==> src/rtl/lcs_pkg.sv <==
// Constants, states and carriers for the lithium charge sequencer.
package lcs_pkg;
    // Clock rate and the times that the sequencer enforces.
    localparam int unsigned CLK_HZ = 100_000_000;
    localparam int unsigned SEC_PERIOD_S = 1;
    localparam int unsigned SEC_TICK_CYCLES = CLK_HZ * SEC_PERIOD_S;
    localparam int unsigned PREQ_LIMIT_HOURS = 1;
    localparam int unsigned SAFETY_LIMIT_HOURS = 10;
    localparam int unsigned TOPOFF_MINUTES = 21;
    localparam logic [15:0] PREQ_LIMIT_SEC = 16'(PREQ_LIMIT_HOURS * 3600);
    localparam logic [15:0] SAFETY_LIMIT_SEC = 16'(SAFETY_LIMIT_HOURS * 3600);
    localparam logic [15:0] TOPOFF_SEC = 16'(TOPOFF_MINUTES * 60);

    // Register offsets and reset values.
    localparam logic [7:0] CHG_CTL_OFS = 8'h01;
    localparam logic [7:0] SUPV_OFS = 8'h02;
    localparam logic [7:0] IRQ_STAT_OFS = 8'h05;
    localparam logic [7:0] CHG_CTL_RST = 8'h43;
    localparam logic [1:0] LED_RST = 2'h3;
    localparam logic TRANGE_RST = 1'b0;

    // Field positions.
    localparam int unsigned VTERM_LSB = 6;
    localparam int unsigned ICC_LSB = 2;
    localparam int unsigned EN_BIT = 1;
    localparam int unsigned EOC_BIT = 0;
    localparam int unsigned STAT_LSB = 0;
    localparam int unsigned TRANGE_BIT = 3;
    localparam int unsigned LED_LSB = 4;
    localparam int unsigned IRQ_TMO_BIT = 0;

    // Current scaling in mA.
    localparam logic [10:0] MA_STEP = 11'h064;
    localparam logic [10:0] MA_TENTH = 11'h00A;
    localparam logic [10:0] MA_TWENTIETH = 11'h005;
    localparam logic [10:0] MA_USB_PREQ = 11'h032;

    // Reported status codes.
    localparam logic [2:0] STS_OFF = 3'h0;
    localparam logic [2:0] STS_PREQ = 3'h1;
    localparam logic [2:0] STS_CC = 3'h2;
    localparam logic [2:0] STS_CV = 3'h3;
    localparam logic [2:0] STS_FAULT = 3'h4;
    localparam logic [2:0] STS_DONE = 3'h5;
    localparam logic [2:0] STS_TMO = 3'h6;
    localparam logic [2:0] STS_TOPOFF = 3'h7;

    // Gray-coded along off, prequal, CC, CV, top-off, complete.
    typedef enum logic [2:0] {
        ST_OFF = 3'b000,
        ST_PREQ = 3'b001,
        ST_CC = 3'b011,
        ST_CV = 3'b010,
        ST_TOPOFF = 3'b110,
        ST_DONE = 3'b111,
        ST_FAULT = 3'b101,
        ST_TMO = 3'b100
    } lcs_state_t;

    // Comparator and pin levels from the analog side.
    typedef struct packed {
        logic adapter_supply_input;
        logic usb_supply_input;
        logic usb_suspend;
        logic fullrate_qualify_threshold;
        logic batt_at_vterm;
        logic batt_at_eoc;
        logic batt_below_restart;
        logic temp_cold;
        logic temp_hot45;
        logic temp_hot50;
        logic thermal_shutdown;
    } lcs_sense_t;

    // Commands to the power stage.
    typedef struct packed {
        logic charge_on;
        logic cv_mode;
        logic [10:0] current_ma;
        logic [10:0] eoc_ma;
        logic [1:0] vterm_sel;
    } lcs_drive_t;
endpackage

==> src/rtl/lcs_charge_sequencer.sv <==
// Charge sequencer with control registers, safety timer and timeout request.
`timescale 1ns/1ns
`default_nettype none

// Contract
// Bits 7:6 select termination voltage, reset 01.
// Bits 5:2 select current in 100 mA steps.
// Bit 0 selects 5% or 10% end threshold.
// Enable bit stops charging; status reads zero.
// Stay prequalifying, status 001, until threshold reached.
// Prequal current is 10% adapter, 50 mA USB.
// Constant current uses programmed current, status 010.
// Termination voltage reached enters CV, status 011.
// End current starts 21 minute top-off, status 111.
// Cycle complete stops charging, status 101.
// Below restart threshold returns to constant current.
// Supervisor bit picks 50 or 45 degree window.
// Temperature outside window suspends charging, status 100.
// Floating thermistor counts as cold and disables.
// Prequalification limited to one hour.
// Whole charge limited to ten hours total.
// Timer expiry raises request and sticky status.
// Listed events clear and restart the timer.
// After expiry charging stays off until restart.
module lcs_charge_sequencer
    import lcs_pkg::*;
#(
    parameter int unsigned SEC_CYCLES = SEC_TICK_CYCLES
) (
    // Clock and reset.
    input wire logic ref_clk,
    input wire logic rst_b,
    // Register port.
    input wire logic reg_wr_en,
    input wire logic reg_rd_en,
    input wire logic [7:0] reg_addr,
    input wire logic [7:0] reg_wdata,
    output logic [7:0] reg_rdata,
    // Analog sense levels, asynchronous.
    input wire lcs_sense_t sense_async,
    // Power stage commands and status.
    output lcs_drive_t drive,
    output logic charge_state_bit2,
    output logic charge_state_bit1,
    output logic charge_state_bit0,
    output logic irq
);

    lcs_sense_t meta_q;
    lcs_sense_t sns_q;
    logic [7:0] ctl_q;
    logic [7:0] ctl_d;
    logic trange_q;
    logic [1:0] led_q;
    logic tmo_flag_q;
    logic [7:0] rdata_q;
    lcs_state_t state_q;
    lcs_state_t state_d;
    lcs_drive_t drive_q;
    lcs_drive_t drive_d;
    logic [2:0] sts_q;
    logic [2:0] sts_d;
    logic [31:0] tick_cnt_q;
    logic tick;
    logic [15:0] safe_cnt_q;
    logic [15:0] top_cnt_q;
    logic pwr_q;
    logic src_q;
    logic en_q;
    logic tsd_q;
    logic tfault_q;
    logic susp_q;
    logic pwr;
    logic usb_src;
    logic en;
    logic tfault;
    logic recharge;
    logic restart_evt;
    logic [10:0] step;
    logic wr_ctl;
    logic wr_supv;
    logic wr_irq;

    // Two-stage synchroniser; only the second stage feeds any logic.
    always_ff @(posedge ref_clk or negedge rst_b) begin
        if (!rst_b) begin
            meta_q <= '0;
            sns_q <= '0;
        end else begin
            meta_q <= sense_async;
            sns_q <= meta_q;
        end
    end

    // Address decode for the register port.
    assign wr_ctl = reg_wr_en && (reg_addr == CHG_CTL_OFS);
    assign wr_supv = reg_wr_en && (reg_addr == SUPV_OFS);
    assign wr_irq = reg_wr_en && (reg_addr == IRQ_STAT_OFS);

    // Next control value, so the current, end-current and voltage commands track a write without lag.
    assign ctl_d = wr_ctl ? reg_wdata : ctl_q;

    // control fields reset to 0x43.
    always_ff @(posedge ref_clk or negedge rst_b) begin
        if (!rst_b) begin
            ctl_q <= CHG_CTL_RST;
        end else begin
            ctl_q <= ctl_d;
        end
    end

    // window select and LED bits in the supervisor register.
    always_ff @(posedge ref_clk or negedge rst_b) begin
        if (!rst_b) begin
            trange_q <= TRANGE_RST;
            led_q <= LED_RST;
        end else if (wr_supv) begin
            trange_q <= reg_wdata[TRANGE_BIT];
            led_q <= reg_wdata[LED_LSB +: 2];
        end
    end

    // timeout flag; a new expiry wins over a write-one clear.
    always_ff @(posedge ref_clk or negedge rst_b) begin
        if (!rst_b) begin
            tmo_flag_q <= 1'b0;
        end else if (state_d == ST_TMO && state_q != ST_TMO) begin
            tmo_flag_q <= 1'b1;
        end else if (wr_irq && reg_wdata[IRQ_TMO_BIT]) begin
            tmo_flag_q <= 1'b0;
        end
    end

    // Read data is registered; unmapped offsets read as zero.
    always_ff @(posedge ref_clk or negedge rst_b) begin
        if (!rst_b) begin
            rdata_q <= '0;
        end else if (reg_rd_en) begin
            case (reg_addr)
                CHG_CTL_OFS: rdata_q <= ctl_q;
                SUPV_OFS: rdata_q <= {2'b00, led_q, trange_q, sts_q};
                IRQ_STAT_OFS: rdata_q <= {7'h00, tmo_flag_q};
                default: rdata_q <= '0;
            endcase
        end
    end

    // One-second tick; the period is a parameter so simulation can shrink it.
    always_ff @(posedge ref_clk or negedge rst_b) begin
        if (!rst_b) begin
            tick_cnt_q <= '0;
        end else if (tick) begin
            tick_cnt_q <= '0;
        end else begin
            tick_cnt_q <= tick_cnt_q + 32'h0000_0001;
        end
    end
    assign tick = (tick_cnt_q == 32'(SEC_CYCLES - 1));

    // A suspended USB input does not count as a supply.
    assign pwr = sns_q.adapter_supply_input
        || (sns_q.usb_supply_input && !sns_q.usb_suspend);
    assign usb_src = !sns_q.adapter_supply_input;
    assign en = ctl_q[EN_BIT];
    // a floating thermistor shows up as cold and so as a fault.
    assign tfault = sns_q.temp_cold || sns_q.thermal_shutdown
        || (trange_q ? sns_q.temp_hot45 : sns_q.temp_hot50);
    assign recharge = (state_q == ST_DONE) && sns_q.batt_below_restart
        && pwr && en && !tfault;

    // History of the conditions whose edges restart the timer.
    always_ff @(posedge ref_clk or negedge rst_b) begin
        if (!rst_b) begin
            pwr_q <= 1'b0;
            src_q <= 1'b0;
            en_q <= 1'b1;
            tsd_q <= 1'b0;
            tfault_q <= 1'b0;
            susp_q <= 1'b0;
        end else begin
            pwr_q <= pwr;
            src_q <= usb_src;
            en_q <= en;
            tsd_q <= sns_q.thermal_shutdown;
            tfault_q <= tfault;
            susp_q <= sns_q.usb_suspend;
        end
    end

    // power-on, source swap, recharge, enable toggle, fault exits.
    assign restart_evt = (pwr && !pwr_q)
        || (pwr && pwr_q && (usb_src != src_q))
        || recharge
        || (en != en_q)
        || (tsd_q && !sns_q.thermal_shutdown)
        || (tfault_q && !tfault && en)
        || (susp_q && !sns_q.usb_suspend && sns_q.usb_supply_input && usb_src);

    // one counter covers prequal and the ten-hour total.
    always_ff @(posedge ref_clk or negedge rst_b) begin
        if (!rst_b) begin
            safe_cnt_q <= '0;
        end else if (restart_evt) begin
            safe_cnt_q <= '0;
        end else if (tick && state_q inside {ST_PREQ, ST_CC, ST_CV, ST_TOPOFF}
                     && safe_cnt_q < SAFETY_LIMIT_SEC) begin
            safe_cnt_q <= safe_cnt_q + 16'h0001;
        end
    end

    // top-off interval counted only while topping off.
    always_ff @(posedge ref_clk or negedge rst_b) begin
        if (!rst_b) begin
            top_cnt_q <= '0;
        end else if (state_q != ST_TOPOFF) begin
            top_cnt_q <= '0;
        end else if (tick && top_cnt_q < TOPOFF_SEC) begin
            top_cnt_q <= top_cnt_q + 16'h0001;
        end
    end

    // Sequencer; supply, enable and temperature take priority in that order.
    always_comb begin
        state_d = state_q;
        if (!pwr || !en) begin
            // disable forces off.
            state_d = ST_OFF;
        end else if (tfault) begin
            // temperature suspend.
            state_d = ST_FAULT;
        end else begin
            case (state_q)
                ST_OFF, ST_FAULT: state_d = ST_PREQ;
                ST_PREQ: begin
                    // prequal exit.
                    if (safe_cnt_q >= PREQ_LIMIT_SEC) begin
                        state_d = ST_TMO;
                    end else if (sns_q.fullrate_qualify_threshold) begin
                        state_d = ST_CC;
                    end
                end
                ST_CC: begin
                    // full-rate exit.
                    if (safe_cnt_q >= SAFETY_LIMIT_SEC) begin
                        state_d = ST_TMO;
                    end else if (sns_q.batt_at_vterm) begin
                        state_d = ST_CV;
                    end
                end
                ST_CV: begin
                    // end current reached.
                    if (safe_cnt_q >= SAFETY_LIMIT_SEC) begin
                        state_d = ST_TMO;
                    end else if (sns_q.batt_at_eoc) begin
                        state_d = ST_TOPOFF;
                    end
                end
                ST_TOPOFF: begin
                    // top-off completion.
                    if (safe_cnt_q >= SAFETY_LIMIT_SEC) begin
                        state_d = ST_TMO;
                    end else if (top_cnt_q == TOPOFF_SEC) begin
                        state_d = ST_DONE;
                    end
                end
                ST_DONE: begin
                    // recharge straight to full rate.
                    if (recharge) begin
                        state_d = ST_CC;
                    end
                end
                ST_TMO: begin
                    // hold until a restart event.
                    if (restart_evt) begin
                        state_d = ST_PREQ;
                    end
                end
                default: state_d = ST_OFF;
            endcase
        end
    end

    always_ff @(posedge ref_clk or negedge rst_b) begin
        if (!rst_b) begin
            state_q <= ST_OFF;
        end else begin
            state_q <= state_d;
        end
    end

    // Current targets in mA from the programmed step.
    assign step = {7'h00, ctl_d[ICC_LSB +: 4]} + 11'h001;

    // Drive and status decode from the next state, registered below.
    always_comb begin
        drive_d = '0;
        sts_d = STS_OFF;
        // voltage and end threshold select.
        drive_d.vterm_sel = ctl_d[VTERM_LSB +: 2];
        drive_d.eoc_ma = 11'(step * (ctl_d[EOC_BIT] ? MA_TENTH : MA_TWENTIETH));
        case (state_d)
            ST_PREQ: begin
                // prequal current by source.
                drive_d.charge_on = 1'b1;
                drive_d.current_ma = usb_src ? MA_USB_PREQ : 11'(step * MA_TENTH);
                sts_d = STS_PREQ;
            end
            ST_CC: begin
                // full-rate current.
                drive_d.charge_on = 1'b1;
                drive_d.current_ma = 11'(step * MA_STEP);
                sts_d = STS_CC;
            end
            ST_CV, ST_TOPOFF: begin
                drive_d.charge_on = 1'b1;
                drive_d.cv_mode = 1'b1;
                drive_d.current_ma = 11'(step * MA_STEP);
                sts_d = (state_d == ST_CV) ? STS_CV : STS_TOPOFF;
            end
            // complete is off whatever the enable says.
            ST_DONE: sts_d = STS_DONE;
            ST_FAULT: sts_d = STS_FAULT;
            ST_TMO: sts_d = STS_TMO;
            default: sts_d = STS_OFF;
        endcase
    end

    always_ff @(posedge ref_clk or negedge rst_b) begin
        if (!rst_b) begin
            drive_q <= '0;
            sts_q <= STS_OFF;
        end else begin
            drive_q <= drive_d;
            sts_q <= sts_d;
        end
    end

    assign drive = drive_q;
    assign reg_rdata = rdata_q;
    assign charge_state_bit2 = sts_q[2];
    assign charge_state_bit1 = sts_q[1];
    assign charge_state_bit0 = sts_q[0];
    // request follows the sticky flag until software clears it.
    assign irq = tmo_flag_q;
endmodule

`default_nettype wire

==> config.mk <==
export PLATFORM = sky130hd
export DESIGN_NAME = lcs_charge_sequencer
export DESIGN_NICKNAME = d
export VERILOG_FILES = /design/src/rtl/lcs_pkg.sv /design/src/rtl/lcs_charge_sequencer.sv
export SDC_FILE = /design/constraint.sdc
export NUM_CORES = 1
export LEC_CHECK = 0
export BUFFER_PORTS_ARGS = -buffer_cell sky130_fd_sc_hd__buf_2
export CORE_ASPECT_RATIO = 0.8
export CORE_MARGIN = 2
export CORE_UTILIZATION = 45
export CTS_BUF_LIST = sky130_fd_sc_hd__clkbuf_8
export CTS_CLUSTER_SIZE = 30
export DETAILED_ROUTE_END_ITERATION = 6
export HOLD_SLACK_MARGIN = 0.08
export SLEW_MARGIN = 20
export SYNTH_ARGS = -nofsm -noshare
export SYNTH_HDL_FRONTEND = slang
export SYNTH_SLANG_ARGS = --single-unit
export TNS_END_PERCENT = 30
==> constraint.sdc <==
create_clock -name ref_clk -period 6.27 [get_ports ref_clk]
set_input_delay 0.627 -clock ref_clk [delete_from_list [all_inputs] [get_ports ref_clk]]
set_output_delay 0.627 -clock ref_clk [all_outputs]
set_load 0.05 [all_outputs]
-- After elaboration in Yosys (flattened, before gate mapping)
Index checks and enable logic that the tools add are counted.
- flip-flop bits (word level): 142
- output and inout port bits: 38
- logic and storage cells: 156
- add/subtract/negate cells: 4
- $mul: 3
- $lt $le $gt $ge: 4
- eq/ne operators: 23
- muxes and demuxes: 30
- reductions and logical operators: 48
- operator list (operator ; number):
    $mux W16 ; 4
    $mux W3 ; 13
    $add A16 B1 Y16 const B ; 2
    $add A32 B1 Y32 const B ; 1
    $eq A32 B27 Y1 const B ; 1
    $mux W32 ; 1
    $eq A3 B3 Y1 const B ; 8
    $pmux W8 S3 ; 1
    $logic_and A1 B1 Y1 ; 22
    $pmux W11 S2 ; 1
    $pmux W3 S7 ; 1
    $pmux W3 S6 ; 1
    $eq A16 B11 Y1 const B ; 1
    $ge A16 B12 Y1 const B ; 1
    $ge A16 B16 Y1 const B ; 1
    $lt A16 B11 Y1 const B ; 1
    $lt A16 B16 Y1 const B ; 1
    $eq A3 B2 Y1 const B ; 4
    $logic_or A1 B1 Y1 ; 10
    $mul A5 B4 Y9 ; 1
    $mul A5 B5 Y9 const B ; 1
    $mux W9 ; 1
    $eq A8 B1 Y1 const B ; 1
    $eq A8 B2 Y1 const B ; 1
    16 further kinds ; 32

-- Logic depth before layout (Yosys ltp)
- depth in word-level cells: 18
- gate-level depth with buffers: 20
- gate-level depth less buffers: 18

-- Least setup slack after synthesis
No wires, ideal clock.
- kind: input to register
- start point: input reg_addr[3]
- end point: register drive_q (netlist bit drive[10])
- library setup time: 122 ps
- data arrival time: 4582 ps
- data required time: 6148 ps
- slack: 1566 ps
- stages on the path: 19
- path buffers: 2
- cell sequence: or4_1 or4_1 buf_6 buf_6 mux2_2 ha_1 xor2_2 nor2_1 ha_1 inv_1 fa_1 inv_1 fa_1 a21oi_1 nor2_1 nor2_1 nor2b_1 o21ai_0 nand2b_1
- RTL lines (element ; RTL line ; source):
    start, declared ; lcs_charge_sequencer.sv:36 ; input wire logic [7:0] reg_addr,
    end signal, assigned ; lcs_charge_sequencer.sv:333 ; drive_q <= drive_d;
    end, declared ; lcs_charge_sequencer.sv:59 ; lcs_drive_t drive_q;

==> impl_results.md <==
* Status: finished clean
* Gr ovfl total at 0
* Worst reg2reg endpoint: drive[10]
* DR pass1 iterations at 5
* Die H at 115.2 microns
* Setup slack, reg-to-reg at 2.72 ns
* Hold Vio Cnt, Final at 0
* Cell-internal power at 1.419 mW
* Max FO, Critical Path at 13
* Chip width at 143.0 microns
* TritonCTS Buffers at 17
* Reg2reg path depth at 15
* Sequential Power Share at 49.8%
* Tcrit/Tclk final at 73.30%
* Worst Hold Class: in -> async
* Synth Area per Inst at 10.45 sq um
* Min cycle time layout at 4.596 ns
* Die area at 16480 sq um
* Starting Density at 46.20%
* PostCTS Resize Cnt at 0
* End of the critical path: drive[10]
* Clock network fraction of total power at 42.2%
* Via count of the routed design at 5054
* Cells after Synth at 666
* Tot GR Track Use at 18.85%
* Final Max Tran Viols at 0
* Share of layout cells above drive strength 1 at 17.09%
* Max-Cap Viols at 0
* Leakage at 3.696 nW
* Pwr per Cell Area at 237.7 nW/um^2
* Antenna violations before repair at 0
* WS Path Type: in -> reg
* Synthesized area at 6959 sq um
* Peak supply drop at 0.0002268 V
* Area Growth Syn to Fin at 13.77%
* Buffers on Ports at 65
* CTS Hold Bufs at 0
* Avg WL per Cell at 15.05 microns
* Site Rows at 40
* Post-synth cell types at 66
* CTS tree: built
* Final cell utilization of the core at 52.56%
* Post-route clock skew at 0.007693 ns
* Maximum root-to-sink buffer count at 2
* H-tree levels at 4
* CP Data Arrival Time at 4.94 ns
* First-pass GRT wire length at 24010 microns
* Net Sw Frac at 24.60%
* DR iter-0 viols at 306
* Post-synth ARST share at 100.0%
* Root Buffer: clkbuf_8
* Register area share after synthesis at 50.45%
* RR Startpoint: ctl_q[2]
* Antenna Diode Count at 0
* RSZ-0062 raised after global routing: false
* EDFF count, synth at 0
* Area post-placement at 7486 sq um
* WP data required at 6.62 ns
* Crit path from: reg_addr[2]
* Crit start category: primary input
* Worst-Margin Slew at 0.9134 ns
* Most frequent cells in the layout: dfrtp_1, nor2_1, buf_2, inv_1, nand2_1
* Worst relative slew slack at 38.54%
* Post-CTS Setup Repair Bufs at 0
* Setup Viol. Count Final at 0
* Psw at 463.0 uW
* Via density at 5.270
* Commonest non-fill, non-tap cell in the layout: dfrtp_1
* Seq cells post-synth at 140
* Clk sink count at 140
* Clock slew at reported path FFs at 0.07 ns
* Yosys warning total at 0
* Core area at 15060 sq um
* Detail Route Antenna Nets at 0
* Nets at 810
* Area leader, netlist: dfrtp_1
* Hpwl dp at 10470 microns
* Detailed Route WL at 14430 microns
* Ys flop type: dfrtp_1
* Top cell type's share of synthesized area at 48.18%
* Endpoint class of the critical path: flop
* Sum Neg Setup Slack at 0 ns
* Vias in the first global route at 4868
* GP Congestion at 0.8478
* Combinational share of power at 8.0%
* # DRC at 0
* Latest clock arrival within the worst-skew pair at 0.46 ns
* Finished Cell Area at 7918 sq um
* Ports at 69
* Largest net degree at the start of global routing at 85
* Top cells by area, synth: dfrtp_1, ha_1, xnor2_1
* Achievable Freq at 0.2176 GHz
==> Yosys cell counts (all sizes together), types with 3 or more instances <==
| cell | count |
|---|---|
| and2 | 11 |
| ha | 37 |
| o21a | 3 |
| a22oi | 6 |
| a31oi | 6 |
| nand2 | 38 |
| nand2b | 7 |
| or3 | 9 |
| buf | 8 |
| fa | 5 |
| dfstp | 6 |
| dfrtp | 134 |
| a21o | 4 |
| xor2 | 19 |
| xnor2 | 35 |
| nor3 | 15 |
| nor2 | 71 |
| a21oi | 21 |
| nand3b | 3 |
| nand4 | 18 |
| and3 | 9 |
| nor3b | 5 |
| o22ai | 12 |
| mux2 | 9 |
| mux2i | 8 |
| inv | 42 |
| nor2b | 6 |
| o21ai | 23 |
| nor4 | 6 |
| and4 | 4 |
| clkbuf | 11 |
| or2 | 6 |
| nand3 | 36 |
| or4 | 5 |
==> final cells by class <==
| class | count | area (sq um) |
|---|---|---|
| fillers | 1332 | 7147 |
| flip-flops and latches | 140 | 3511 |
| multi-input cells | 468 | 3201 |
| repair buffers | 68 | 354.1 |
| well taps | 210 | 262.8 |
| clock buffers | 19 | 261.5 |
| clock inverters | 12 | 170.2 |
| inverters | 42 | 157.7 |
==> cell families after synthesis <==
kind of cell,after synthesis,synth area share [%]
XOR/XNOR,54,6.904
multiplexers,17,3.020
adder cells (fa/ha/maj),42,8.091
AO/OA/AOI/OAI,95,8.828
AND/OR/NAND/NOR,255,18.88
flip-flops,140,50.45
buffers and inverters,61,3.722
other,2,0.1079
==> worst min path at each step <==
stage,startpoint,endpoint,slack [ns]
after global routing,sense_async[1],meta_q[1],0.23
after detailed placement,meta_q[10],sns_q[10],0.33
final,rst_b,top_cnt_q[6],0.20
after floorplan,rst_b,ctl_q[2],0.33
after CTS,rst_b,top_cnt_q[5],0.24
after global placement,meta_q[4],sns_q[4],0.33
==> registers in the layout (all words and copies together) (netlist names), 3 cells and up <==
name	cells
ctl_q	8
drive	22
meta_q	11
reg_rdata	8
safe_cnt_q	16
sns_q	11
state_q	3
sts_q	3
tick_cnt_q	32
top_cnt_q	16
==> worst max-delay path: stages <==
cell and delay [ns]:
buf_2 0.13, or4_1 0.50, or4_1 0.42, buf_4 0.23
mux2_2 0.37, ha_1 0.29, xor2_2 0.28, nor2_1 0.07
ha_1 0.28, inv_1 0.05, fa_1 0.50, inv_1 0.07
fa_1 0.46, a21oi_1 0.18, nor2_1 0.05, nor2_1 0.15
nor2b_1 0.06, o21ai_0 0.15, nand2b_1 0.07
==> per-stage QoR <==
| step | hold WS (ns) | worst slack, ns | cells | total power [mW] |
|---|---|---|---|---|
| after floorplan | 0.3312 | 1.566 | 669 | 1.051 |
| after global placement | 0.3339 | 1.335 | 928 | 1.105 |
| after detailed placement | 0.3347 | 1.201 | 928 | 1.107 |
| after CTS | 0.2371 | 1.686 | 959 | 1.904 |
| after global routing | 0.2334 | 1.474 | 959 | 1.965 |
| final | 0.2046 | 1.674 | 959 | 1.882 |
==> power groups by stage <==
stage                     Combinational (mW)  Clock [mW]  Sequential (mW)
after detailed placement               0.152           0            0.955
after global placement                 0.151           0            0.954
final                                  0.151       0.794            0.937
after CTS                              0.153       0.814            0.937
after floorplan                       0.0656           0            0.985
after global routing                   0.167       0.858            0.939
==> routing by layer <==
metal  track usage (%)  vias to the layer above  part of all wire (%)
met5                 0                        -                     0
met1             27.53                     2480                    51
met4             7.723                        0                   1.7
met2             27.02                      102                    43
li1                  -                     2456                     -
met3             4.540                       16                   4.4
No activity file was read; power rests on OpenSTA's default activity.
